## config.mk

```make
export PLATFORM = sky130hd
export DESIGN_NAME = amic_ctrl
export DESIGN_NICKNAME = d
export VERILOG_FILES = /design/src/amic_pkg.sv /design/src/amic_ctrl.sv
export SDC_FILE = /design/constraint.sdc
export NUM_CORES = 1
export LEC_CHECK = 0
export BUFFER_PORTS_ARGS = -buffer_cell sky130_fd_sc_hd__buf_2
export CORE_MARGIN = 2
export CORE_UTILIZATION = 53
export CTS_CLUSTER_DIAMETER = 40
export DETAILED_ROUTE_END_ITERATION = 8
export PLACE_DENSITY_LB_ADDON = 0.1
export SLEW_MARGIN = 40
export SYNTH_ARGS = -nofsm -noshare
export SYNTH_HDL_FRONTEND = slang
export SYNTH_SLANG_ARGS = --single-unit
```

## constraint.sdc

```tcl
create_clock -name clk_sys -period 6.35 [get_ports clk_sys]
set_input_delay 1.5875 -clock clk_sys [delete_from_list [all_inputs] [get_ports clk_sys]]
set_output_delay 1.5875 -clock clk_sys [all_outputs]
set_load 0.05 [all_outputs]
```

## src/amic_pkg.sv

```systemverilog
// package of register map, field layout and mode codes for converter mode and irq control
package amic_pkg;

	// ---------------------------------------------------------------
	// register map (byte addresses)
	// ---------------------------------------------------------------
	localparam logic [31:0] ADDR_STATUS    = 32'hFFFF0500;
	localparam logic [31:0] ADDR_IRQ_MASK  = 32'hFFFF0504;
	localparam logic [31:0] ADDR_MODE      = 32'hFFFF0508;
	localparam logic [31:0] ADDR_CURRENT   = 32'hFFFF0510;
	localparam logic [31:0] ADDR_VOLTAGE   = 32'hFFFF0514;
	localparam logic [31:0] ADDR_TEMP      = 32'hFFFF0518;
	localparam logic [31:0] ADDR_CHAN_EN   = 32'hFFFF051C;

	// ---------------------------------------------------------------
	// reset values
	// ---------------------------------------------------------------
	localparam logic [7:0] RST_IRQ_MASK = 8'h00;
	localparam logic [7:0] RST_MODE     = 8'h00;
	localparam logic [2:0] RST_CHAN_EN  = 3'h0;

	// ---------------------------------------------------------------
	// mode register field positions
	// ---------------------------------------------------------------
	localparam int MODE_RSV_BIT  = 7;
	localparam int MODE_RES_BIT  = 5;
	localparam int MODE_REF_BIT  = 6; // reference select bit; bits 4:3 hold the power code
	localparam int MODE_PWR_LSB  = 3;
	localparam int MODE_OP_LSB   = 0;

	// ---------------------------------------------------------------
	// status register field positions
	// ---------------------------------------------------------------
	localparam int STA_RDY_LSB   = 0;
	localparam int STA_CAL_BIT   = 15;

	// ---------------------------------------------------------------
	// codes
	// ---------------------------------------------------------------
	localparam logic [1:0] PWR_NORMAL  = 2'h0;
	localparam logic [1:0] PWR_LOW     = 2'h1;
	localparam logic [1:0] PWR_LOWPLUS = 2'h2;

	localparam logic [2:0] OP_POWERDOWN  = 3'h0;
	localparam logic [2:0] OP_CONTINUOUS = 3'h1;
	localparam logic [2:0] OP_SINGLE     = 3'h2;
	localparam logic [2:0] OP_IDLE       = 3'h3;
	localparam logic [2:0] OP_OFFSET_CAL = 3'h4;

	localparam logic [9:0] GAIN_LOW     = 10'h080;
	localparam logic [9:0] GAIN_LOWPLUS = 10'h200;

	// converter cycles per settled result
	localparam logic [1:0] CYC_NOCHOP = 2'h2;
	localparam logic [1:0] CYC_CHOPPING_SELECT   = 2'h3;

	localparam int CHANNELS = 3;

	// ---------------------------------------------------------------
	// carriers
	// ---------------------------------------------------------------
	typedef struct packed {
		logic [31:0] addr;
		logic [31:0] wdata;
		logic        wr;
		logic        rd;
	} amic_bus_t;

	typedef struct packed {
		logic        refPrecise;
		logic        resPath;
		logic        analogOn;
		logic        holdReset;
		logic        lowPowerOsc;
		logic [9:0]  gainForce;
		logic        gainForced;
		logic        offsetCal;
	} amic_ctrl_t;

endpackage : amic_pkg

```

## src/amic_ctrl.sv

```systemverilog
// converter mode register, result-ready handling and interrupt masking
`timescale 1ns/1ps

module amic_ctrl
	import amic_pkg::*;
(
	input  wire logic              clk_sys,
	input  wire logic              rst,
	input  wire amic_pkg::amic_bus_t bus,
	output logic [31:0]            rdata,
	input  wire logic              convTick,
	input  wire logic              chopEnable,
	input  wire logic [2:0]        rawValid,
	input  wire logic [47:0]       rawData,
	input  wire logic [7:0]        extStatus,
	input  wire logic              coreDown,
	output amic_pkg::amic_ctrl_t   ctrl,
	output logic [2:0]             chanRun,
	output logic                   irq
);
	import amic_pkg::*;

	typedef enum logic [1:0] {
		AMIC_ST_STOP,
		AMIC_ST_RUN,
		AMIC_ST_HOLD
	} amic_state_t;

	// ---------------------------------------------------------------
	// registers
	// ---------------------------------------------------------------
	logic [7:0]  irqMask;
	logic [7:0]  modeReg;
	logic [2:0]  chanEn;
	logic [2:0]  ready;
	logic        calDone;
	logic [15:0] result [CHANNELS];
	amic_state_t state;
	logic [1:0]  cycCount;
	logic        convDone;
	logic        calFinish;
	logic        singleFinish;
	logic [1:0]  next_cycCount;
	logic [1:0]  cycNeeded;
	logic [2:0]  opCode;
	logic [1:0]  pwrCode;
	logic        wrMode;
	logic        clrAll;
	logic        clrCur;
	logic        clrVolt;
	logic        clrTemp;
	logic [2:0]  loadEn;
	logic [15:0] status;

	assign opCode  = modeReg[MODE_OP_LSB +: 3];
	assign pwrCode = modeReg[MODE_PWR_LSB +: 2];
	assign wrMode  = bus.wr && (bus.addr == ADDR_MODE);

	// ---------------------------------------------------------------
	// read side effects on ready flags
	// ---------------------------------------------------------------
	// a read of the current result wipes every flag; with the current
	// converter off the other results take that role
	always_comb begin
		clrAll  = 1'b0;
		clrVolt = 1'b0;
		clrTemp = 1'b0;
		if (bus.rd && bus.addr == ADDR_CURRENT) begin
			clrAll = 1'b1;
		end else if (bus.rd && bus.addr == ADDR_VOLTAGE) begin
			clrAll  = !chanEn[0];
			clrVolt = 1'b1;
		end else if (bus.rd && bus.addr == ADDR_TEMP) begin
			clrAll  = !chanEn[0];
			clrTemp = 1'b1;
		end
		clrCur = clrAll;
	end

	// ---------------------------------------------------------------
	// software registers
	// ---------------------------------------------------------------
	always_ff @(posedge clk_sys) begin
		if (rst) begin
			irqMask <= RST_IRQ_MASK;
			chanEn  <= RST_CHAN_EN;
		end else if (bus.wr) begin
			if (bus.addr == ADDR_IRQ_MASK) begin
				irqMask <= bus.wdata[7:0];
			end else if (bus.addr == ADDR_CHAN_EN) begin
				chanEn <= bus.wdata[2:0];
			end
		end
	end

	// mode register; hardware drops back to idle after single or cal
	always_ff @(posedge clk_sys) begin
		if (rst) begin
			modeReg <= RST_MODE;
		end else if (wrMode) begin
			// bit 7 stored as written; software keeps it zero
			modeReg <= bus.wdata[7:0];
		end else if (calFinish || singleFinish) begin
			modeReg[MODE_OP_LSB +: 3] <= OP_IDLE;
		end
	end

	// ---------------------------------------------------------------
	// conversion sequencer
	// ---------------------------------------------------------------
	// chopping needs an extra settling cycle per result
	assign cycNeeded = chopEnable ? CYC_CHOPPING_SELECT : CYC_NOCHOP;

	always_comb begin
		next_cycCount = cycCount;
		convDone      = 1'b0;
		if (state == AMIC_ST_RUN && convTick) begin
			if (cycCount + 2'h1 >= cycNeeded) begin
				convDone      = 1'b1;
				next_cycCount = 2'h0;
			end else begin
				next_cycCount = cycCount + 2'h1;
			end
		end
	end

	assign calFinish    = convDone && opCode == OP_OFFSET_CAL && !wrMode;
	assign singleFinish = convDone && opCode == OP_SINGLE && !wrMode;

	always_ff @(posedge clk_sys) begin
		if (rst || wrMode) begin
			state    <= AMIC_ST_STOP;
			cycCount <= 2'h0;
		end else begin
			cycCount <= next_cycCount;
			case (opCode)
				OP_CONTINUOUS: state <= AMIC_ST_RUN;
				OP_SINGLE, OP_OFFSET_CAL: begin
					state <= (state == AMIC_ST_HOLD) ? AMIC_ST_HOLD : AMIC_ST_RUN;
					if (convDone) begin
						state <= AMIC_ST_HOLD;
					end
				end
				OP_IDLE: state <= AMIC_ST_HOLD;
				default: state <= AMIC_ST_STOP;
			endcase
		end
	end

	// ---------------------------------------------------------------
	// result registers
	// ---------------------------------------------------------------
	// a pending result is kept until read, unless the core sleeps
	always_comb begin
		for (int i = 0; i < CHANNELS; i++) begin
			loadEn[i] = rawValid[i] && chanEn[i] && state == AMIC_ST_RUN
				&& opCode != OP_OFFSET_CAL
				&& (!ready[i] || coreDown);
		end
	end

	always_ff @(posedge clk_sys) begin
		for (int i = 0; i < CHANNELS; i++) begin
			if (rst) begin
				result[i] <= 16'h0000;
			end else if (loadEn[i]) begin
				result[i] <= rawData[16*i +: 16];
			end
		end
	end

	// ready flags; a set in the cycle of a clearing read wins
	always_ff @(posedge clk_sys) begin
		for (int i = 0; i < CHANNELS; i++) begin
			if (rst || !chanEn[i]) begin
				ready[i] <= 1'b0;
			end else if (loadEn[i] || (calFinish && chanEn[i])) begin
				ready[i] <= 1'b1;
			end else if (clrAll || (i == 1 && clrVolt) || (i == 2 && clrTemp)) begin
				ready[i] <= 1'b0;
			end
		end
	end

	// calibration complete: set at end of offset cal, cleared on mode write
	always_ff @(posedge clk_sys) begin
		if (rst) begin
			calDone <= 1'b0;
		end else if (calFinish) begin
			calDone <= 1'b1;
		end else if (wrMode) begin
			calDone <= 1'b0;
		end
	end

	// ---------------------------------------------------------------
	// status and interrupt
	// ---------------------------------------------------------------
	always_comb begin
		status = {calDone, 7'h00, extStatus[7:3], ready};
	end

	// only low byte reaches the request line; upper bits are flags
	always_ff @(posedge clk_sys) begin
		if (rst) begin
			irq <= 1'b0;
		end else begin
			irq <= |(status[7:0] & irqMask);
		end
	end

	// ---------------------------------------------------------------
	// analog control outputs
	// ---------------------------------------------------------------
	always_ff @(posedge clk_sys) begin
		if (rst) begin
			ctrl    <= '0;
			chanRun <= 3'h0;
		end else begin
			ctrl.resPath     <= modeReg[MODE_RES_BIT];
			// reference choice only matters in the low-power codes
			ctrl.refPrecise  <= (pwrCode == PWR_LOW || pwrCode == PWR_LOWPLUS)
				? modeReg[MODE_REF_BIT] : 1'b1;
			ctrl.analogOn    <= opCode != OP_POWERDOWN;
			ctrl.holdReset   <= state != AMIC_ST_RUN;
			ctrl.lowPowerOsc <= pwrCode == PWR_LOW;
			ctrl.offsetCal   <= opCode == OP_OFFSET_CAL && state == AMIC_ST_RUN;
			// code 11 treated as normal: undefined, nothing forced
			case (pwrCode)
				PWR_LOW: begin
					ctrl.gainForced <= 1'b1;
					ctrl.gainForce  <= GAIN_LOW;
				end
				PWR_LOWPLUS: begin
					ctrl.gainForced <= 1'b1;
					ctrl.gainForce  <= GAIN_LOWPLUS;
				end
				default: begin
					ctrl.gainForced <= 1'b0;
					ctrl.gainForce  <= 10'h000;
				end
			endcase
			chanRun <= (state == AMIC_ST_RUN) ? chanEn : 3'h0;
		end
	end

	// ---------------------------------------------------------------
	// register read port, data one cycle after strobe
	// ---------------------------------------------------------------
	always_ff @(posedge clk_sys) begin
		if (rst) begin
			rdata <= 32'h0000_0000;
		end else if (bus.rd) begin
			if (bus.addr == ADDR_STATUS) begin
				rdata <= {16'h0000, status};
			end else if (bus.addr == ADDR_IRQ_MASK) begin
				rdata <= {24'h000000, irqMask};
			end else if (bus.addr == ADDR_MODE) begin
				rdata <= {24'h000000, modeReg};
			end else if (bus.addr == ADDR_CURRENT) begin
				rdata <= {16'h0000, result[0]};
			end else if (bus.addr == ADDR_VOLTAGE) begin
				rdata <= {16'h0000, result[1]};
			end else if (bus.addr == ADDR_TEMP) begin
				rdata <= {16'h0000, result[2]};
			end else if (bus.addr == ADDR_CHAN_EN) begin
				rdata <= {29'h00000000, chanEn};
			end else begin
				rdata <= 32'h0000_0000;
			end
		end else begin
			rdata <= 32'h0000_0000;
		end
	end

	// unused reserved status inputs kept out of the low byte's ready bits
	logic unusedExt;
	assign unusedExt = ^extStatus[2:0];

endmodule : amic_ctrl

```

# Word-level counts from Yosys, hierarchy flattened
# Memories as Yosys holds them, arrays and structs flattened.
# Cells that the tools add are included.
# totals
word_cells	158
register_bits	80
ram_bits	48
in_bits	130
memories	1
output_inout_bits	53
# memory_table
name	words	width	read_ports	rd_ports_with_merged_regs	write_ports	line_no	rtl
result	3	16	3	0	3	amic_ctrl.sv:37	logic [15:0] result [CHANNELS];
# op_classes
bitwise	7
n_reduce_logical	60
addsub	1
n_eq_ne	17
n_mux	48
order_cmp	1
# ops
operator	count
$eq A32 B32 Y1 const B	7
$mux W16	9
$mux W1	31
$logic_and A1 B1 Y1	25
$pmux W11 S2	1
$reduce_or A8 Y1	2
$logic_or A1 B1 Y1	14
$reduce_bool A2 Y1	5
$mux W3	3
$and A8 B8 Y8	1
$logic_not A1 Y1	7
$eq A3 B2 Y1 const B	2
$mux W2	3
$pmux W2 S3	1
$reduce_or A2 Y1	3
$reduce_or A5 Y1	1
$eq A2 B1 Y1 const B	2
$eq A2 B2 Y1 const B	2
$eq A3 B1 Y1 const B	1
$eq A3 B3 Y1 const B	1
$ne A3 B3 Y1 const B	1
$not A1 Y1	3
$or A1 B1 Y1	3
$reduce_and A3 Y1	1
other kinds (5)	5

# Depth between registers and ports, before layout
# Gate-level depths: netlist of run 1.
# depth
word_depth	9
depth_mapped	7
ltp_nobuf	6

# Least setup slack after synthesis of run 1
# OpenSTA, ideal clock, no wires.
# synth_path
path_type	input -> register
start	in bus[47] in the netlist's numbering
end	reg rdata[7]
required_ns	6.271
path_buffers	1
path_stages	6
t_arrival_ns	3.191
setup_slack_ns	3.080
setup_ns	0.079
cell_sequence	or4b_4 -> nor4_4 -> nand3_2 -> or2_1 -> buf_2 -> a211oi_2
# synth_via
elab_chain_len	7
word_cells_on_any_way	12
cone_classes	eq/ne (6); mux (6)
# synth_lines
item	line_no	rtl
start, declared	amic_ctrl.sv:9	input wire amic_pkg::amic_bus_t bus,
$eq A32 B32 Y1	amic_ctrl.sv:264	end else if (bus.addr == ADDR_TEMP) begin
$mux W16	amic_ctrl.sv:264	
$mux W16	amic_ctrl.sv:262	end else if (bus.addr == ADDR_VOLTAGE) begin
$mux W16	amic_ctrl.sv:260	end else if (bus.addr == ADDR_CURRENT) begin
$mux W16	amic_ctrl.sv:258	end else if (bus.addr == ADDR_MODE) begin
$mux W16	amic_ctrl.sv:256	end else if (bus.addr == ADDR_IRQ_MASK) begin
$mux W16 *	amic_ctrl.sv:254	if (bus.addr == ADDR_STATUS) begin
end signal, assigned	amic_ctrl.sv:255	rdata <= {16'h0000, status};
end signal, assigned	amic_ctrl.sv:257	rdata <= {24'h000000, irqMask};
end signal, assigned	amic_ctrl.sv:259	rdata <= {24'h000000, modeReg};
end, declared	amic_ctrl.sv:10	output logic [31:0] rdata,
# Every way passes the cells marked *; elsewhere a longest branch is shown, timed or not.
# A chain may end at the register's enable or synchronous reset.

# Worst setup path after layout of run 1
# layout_path
start	in bus[47] in the netlist's numbering
end	reg ready[0]
# layout_via
elab_chain_len	7
word_cells_on_any_way	17
cone_classes	eq/ne (4); mux (4); reduce/logical (9)
# layout_lines
item	line_no	rtl
parallel branches: the longest is 7 deep, another holds $eq A32 B32 Y1	-	
end signal, assigned by index	amic_ctrl.sv:176	ready[i] <= 1'b0;
end signal, assigned by index	amic_ctrl.sv:178	ready[i] <= 1'b1;
end signal, assigned by index	amic_ctrl.sv:180	ready[i] <= 1'b0;
end, declared	amic_ctrl.sv:35	logic [2:0] ready;
# Parallel ways; which one is timed is not known.

==> results_dict.tcl, run 1 <==
set metrics [dict create \
    slew-limit-headroom 0.491 \
    dieArea_um2 9890 \
    die_h_um 99.4 \
    skew_ps 13.9 \
    post-route-min-period_ps 3390 \
    viasPerCell 5.43 \
    cts_resized 0 \
    vias 3858 \
    antennaDiodeCount 0 \
    ctsLongestPathBuffers 2 \
    final_cell_mix "buf_2 (130), dfxtp_1 (55), and2_1 (52), nor2_1 (50), edfxtp_1 (48)" \
    cts-buffers-inserted 9 \
    drv_slew 0 \
    ys_seq_area_frac 0.527 \
    post-cts-setup-buffers 0 \
    power_mw 1.24 \
    layout-drive-gt1-share 0.285 \
    grt_first_pass_wirelength_mm 17.7 \
    synth_largest_area_cell "edfxtp_1" \
    outcome "completed" \
    clk_latency_ps 370 \
    coreArea_um2 8760 \
    synthArstFlopShare 0 \
    synth.cell_area_um2 4830 \
    syn_inst 480 \
    dr.pass1.iters 5 \
    dp.cells 695 \
    synth_cell_types 50 \
    finish.utilization 0.645 \
    finalCritPeriodShare 0.534 \
    synth.top_cell.area_share 0.299 \
    final_antenna_net_count 0 \
    cp.required_ps 6570 \
    synth_warnings 0 \
    dp_slack_ps 2540 \
    leakage_nw 2.34 \
    setup_ws_ps 2960 \
    synth_edf_count 48 \
    rows 34 \
    initial_core_util 0.551 \
    end_kind "flip-flop" \
    p_per_area_nw_per_um2 219 \
    fmax_ghz 0.295 \
    final_hold_viol_count 0 \
    crit_type "in2reg" \
    ys_ff_latch 103 \
    setup_viol 0 \
    grt_usage 0.229 \
    vdd_drop_max_v 0.000132 \
    drc_errors 0 \
    grt_pass1_vias 3671 \
    antenna_found_initial 0 \
    clock_sinks 103 \
    synthTopCellsByArea "edfxtp_1 (30%), dfxtp_1 (23%), and2_1 (6.7%)" \
    startpoint_type "input port" \
    cp.arrival_ps 3610 \
    setup_tns_ps 0 \
    worstPathMaxFanout 9 \
    wl_per_cell_um 15.6 \
    dp_hpwl_mm 8.29 \
    gp_congestion 0.949 \
    path_clk_slew_ps 100 \
    fill_cells 743 \
    min_path_type "reg2reg" \
    nNetsFinal 731 \
    drt_iter0_markers 242 \
    postCtsHoldBufs 0 \
    ys.flop_type "dfxtp_1" \
    htreeDepth 3 \
    cts_tree "built" \
    grt_setup_unrepaired "false" \
    drv_cap 0 \
    finalNonFillerCells 711 \
    max_slew.worst_pin.slew_ps 763 \
    grt_start_max_net_pins 45 \
    layout_commonest_cell "buf_2" \
    io_buffers 131 \
    synth_area_per_cell_um2 10.1 \
    cts_root_buffer "clkbuf_8" \
    die_x_um 99.4 \
    areaGrowthSynthToFinish_pct 17.2 \
    pin_count 183 \
    routed_wl_mm 11.1 \
    grt_overflow 0 \
]
[synthesized netlist by cell type, drive strengths merged (3+ instances only)]
cell type,count
edfxtp,48
nor3,14
clkbuf,14
nor2,53
nand2b,12
buf,34
nor2b,8
inv,7
mux2i,23
o22ai,7
nor4,3
nand4,7
dfxtp,55
mux2,6
and2,52
ha,3
nand3,11
nand3b,3
o21ai,17
a211oi,6
nand2,24
a22oi,9
a21oi,36
and3,3
[final timing paths]
path | from | endpoint | slack, ps | cells past startpoint
hold / removal | modeReg[7]$_SDFFE_PP0P_ | modeReg[7]$_SDFFE_PP0P_ | 460 | 2
setup reg to reg | modeReg[0]$_SDFFE_PP0P_ | result[1][5]$_SDFFCE_PN0P_ | 4300 | 5
hold reg to reg | modeReg[7]$_SDFFE_PP0P_ | modeReg[7]$_SDFFE_PP0P_ | 460 | 2
setup / recovery | bus[47] | ready[0]$_SDFFE_PP0P_ | 2960 | 6
[layout make-up]
class / count / area, µm² / share of cell area
Tap cell: 108 / 135 / 0.0239
Timing Repair Buffer: 132 / 666 / 0.118
Inverter: 7 / 26.3 / 0.00464
Clock inverter: 7 / 68.8 / 0.0122
Clock buffer: 9 / 124 / 0.0219
Sequential cell: 103 / 2540 / 0.449
Multi-Input combinational cell: 345 / 2090 / 0.370
[power by group]
group,internal (mW),switching (mW)
clock network,0.155,0.248
registers,0.708,0.00453
logic,0.0394,0.0814
total,0.903,0.333
[metrics by stage]
stage                     hold slack, ps  area (µm²)
after floorplan                      428        4910
after global placement               442        5430
after detailed placement             451        5440
after CTS                            465        5630
after global routing                 478        5660
final                                463        5660
[metal layers]
layer / global-route usage / up-vias / wire [µm]
met5: 0 / - / 0
met4: 0.0801 / 0 / 230
met3: 0.0576 / 21 / 829
met2: 0.354 / 182 / 5120
met1: 0.316 / 1773 / 4920
li1: - / 1882 / -
[flip-flops by register name, indices dropped and copies added (netlist names)]
| register | count |
|---|---|
| chanEn | 3 |
| rdata | 16 |
| irqMask | 8 |
| chanRun | 3 |
| ctrl | 8 |
| cycCount | 2 |
| ready | 3 |
| result | 48 |
| state | 2 |
| calDone | 1 |
| irq | 1 |
| modeReg | 8 |
[cells by family (layout without fill, tap and decap cells)]
kind of cell    after synthesis  count (layout)  share of synthesized area
compound gates               86              86                      0.111
xor+xnor                      1               1                    0.00181
fa+ha+maj                     3               3                    0.00778
buf+inv                      55             155                     0.0632
flops                       103             103                      0.527
mux                          29              29                     0.0617
other cells                   1              24                   0.000777
simple gates                202             202                      0.227
[critical path, stage by stage]
cell and delay (ps):
buf_2 90, or4b_4 540, nor4_4 480, nand4_1 500
nand2_1 280, a311oi_1 120
(Power assumes the default switching activity.)
==> run 2, diff against run 1 <==
--- a/config.mk
+++ b/config.mk
@@ -7,7 +7,7 @@
 export LEC_CHECK = 0
 export BUFFER_PORTS_ARGS = -buffer_cell sky130_fd_sc_hd__buf_2
 export CORE_MARGIN = 2
-export CORE_UTILIZATION = 53
+export CORE_UTILIZATION = 45
 export CTS_CLUSTER_DIAMETER = 40
 export DETAILED_ROUTE_END_ITERATION = 8
 export PLACE_DENSITY_LB_ADDON = 0.1
==> constraint.sdc (replaced) <==
create_clock -name clk_sys -period 2.9 [get_ports clk_sys]
set_input_delay 0.725 -clock clk_sys [delete_from_list [all_inputs] [get_ports clk_sys]]
set_output_delay 0.725 -clock clk_sys [all_outputs]
set_load 0.05 [all_outputs]
==> results_dict.tcl, run 2 (synthesis results as in run 1) <==
set metrics [dict create \
    finalCritPeriodShare 0.819 \
    drt_iter0_markers 300 \
    vias 3891 \
    final_cell_mix "buf_2 (131), dfxtp_1 (55), and2_1 (52), nor2_1 (51), edfxtp_1 (48)" \
    antennaDiodeCount 0 \
    areaGrowthSynthToFinish_pct 19.8 \
    htreeDepth 3 \
    cp.arrival_ps 2680 \
    p_per_area_nw_per_um2 477 \
    clock_sinks 103 \
    leakage_nw 2.40 \
    final_hold_viol_count 0 \
    post-route-min-period_ps 2380 \
    setup_viol 0 \
    drv_slew 0 \
    clk_latency_ps 370 \
    initial_core_util 0.465 \
    grt_usage 0.208 \
    io_buffers 131 \
    coreArea_um2 10400 \
    die_h_um 108 \
    gp_congestion 0.887 \
    vdd_drop_max_v 0.000207 \
    pin_count 183 \
    viasPerCell 5.16 \
    routed_wl_mm 11.7 \
    dp_hpwl_mm 8.85 \
    grt_first_pass_wirelength_mm 18.4 \
    dr.pass1.iters 5 \
    grt_setup_unrepaired "false" \
    cts_resized 0 \
    rows 37 \
    layout-drive-gt1-share 0.290 \
    die_x_um 108 \
    grt_overflow 0 \
    cts-buffers-inserted 9 \
    skew_ps 12.6 \
    slew-limit-headroom 0.629 \
    grt_pass1_vias 3691 \
    largest_reg_flops 48 \
    min_path_type "reg2reg" \
    end_kind "flip-flop" \
    postCtsHoldBufs 0 \
    ctsLongestPathBuffers 2 \
    final_antenna_net_count 0 \
    antenna_found_initial 0 \
    fmax_ghz 0.421 \
    crit_type "in2reg" \
    nNetsFinal 746 \
    startpoint_type "input port" \
    fill_cells 982 \
    path_clk_slew_ps 100 \
    wl_per_cell_um 15.5 \
    drv_cap 0 \
    cts_root_buffer "clkbuf_8" \
    max_slew.worst_pin.slew_ps 554 \
    grt_start_max_net_pins 33 \
    drc_errors 0 \
    setup_tns_ps 0 \
    cts_tree "built" \
    post-cts-setup-buffers 0 \
    dieArea_um2 11600 \
    worstPathMaxFanout 9 \
    finish.utilization 0.558 \
    top_regs "result (48), rdata (16)" \
    layout_commonest_cell "buf_2" \
    cp.required_ps 3200 \
    outcome "completed" \
    top_register "result" \
]
## run 2: changes by cell type in the layout (fill, tap and decap cells not counted), sizes merged
cell and delta:
clkbuf +2, clkinv +1, bufinv +1, buf +15, inv -4
## run 2: area by class of cell
| class | instances | area, µm² | share of cell area |
|---|---|---|---|
| clock buffer | 11 | 131 | 0.0227 |
| clock inverter | 5 | 67.6 | 0.0117 |
| inverter | 7 | 26.3 | 0.00454 |
| multi-input combinational | 345 | 2070 | 0.358 |
| sequential | 103 | 2540 | 0.440 |
| tap | 136 | 170 | 0.0294 |
| timing repair buffer | 147 | 776 | 0.134 |
## run 2: worst max-delay path, cell delays in order
cell and delay, ps:
buf_2 100, or4b_4 530, nor4_4 490, nand3_2 180, or2_1 410, a211oi_2 240
## run 2: path summary, 6_finish.rpt
path	start	endpoint	cells after the start	slack, ps
setup / recovery	bus[47]	rdata[7]$_SDFF_PP0_	6	520
hold / removal	modeReg[7]$_SDFFE_PP0P_	modeReg[7]$_SDFFE_PP0P_	2	470
setup reg to reg	modeReg[0]$_SDFFE_PP0P_	result[1][8]$_SDFFCE_PN0P_	6	890
hold reg to reg	modeReg[7]$_SDFFE_PP0P_	modeReg[7]$_SDFFE_PP0P_	2	470
## run 2: per-layer routing
layer  GRT usage  share of wire
met4      0.0797          0.023
met3      0.0381          0.077
met1       0.288           0.45
met5           0              0
met2       0.325           0.45
## run 2: power by group
| group | total, mW | switching [mW] | internal (mW) |
|---|---|---|---|
| combinational | 0.274 | 0.180 | 0.0940 |
| clock | 0.922 | 0.511 | 0.411 |
| sequential | 1.56 | 0.0100 | 1.55 |
| total | 2.76 | 0.701 | 2.06 |
## run 2: stage by stage
stage	cells	power (mW)	setup slack (ps)	hold slack, ps	area, µm²
detailed placement	738	1.87	149	454	5580
global route	754	2.86	467	498	5780
CTS	754	2.78	552	467	5780
finish	754	2.76	524	467	5780
global placement	738	1.86	183	445	5580
floorplan	503	1.78	492	428	4910
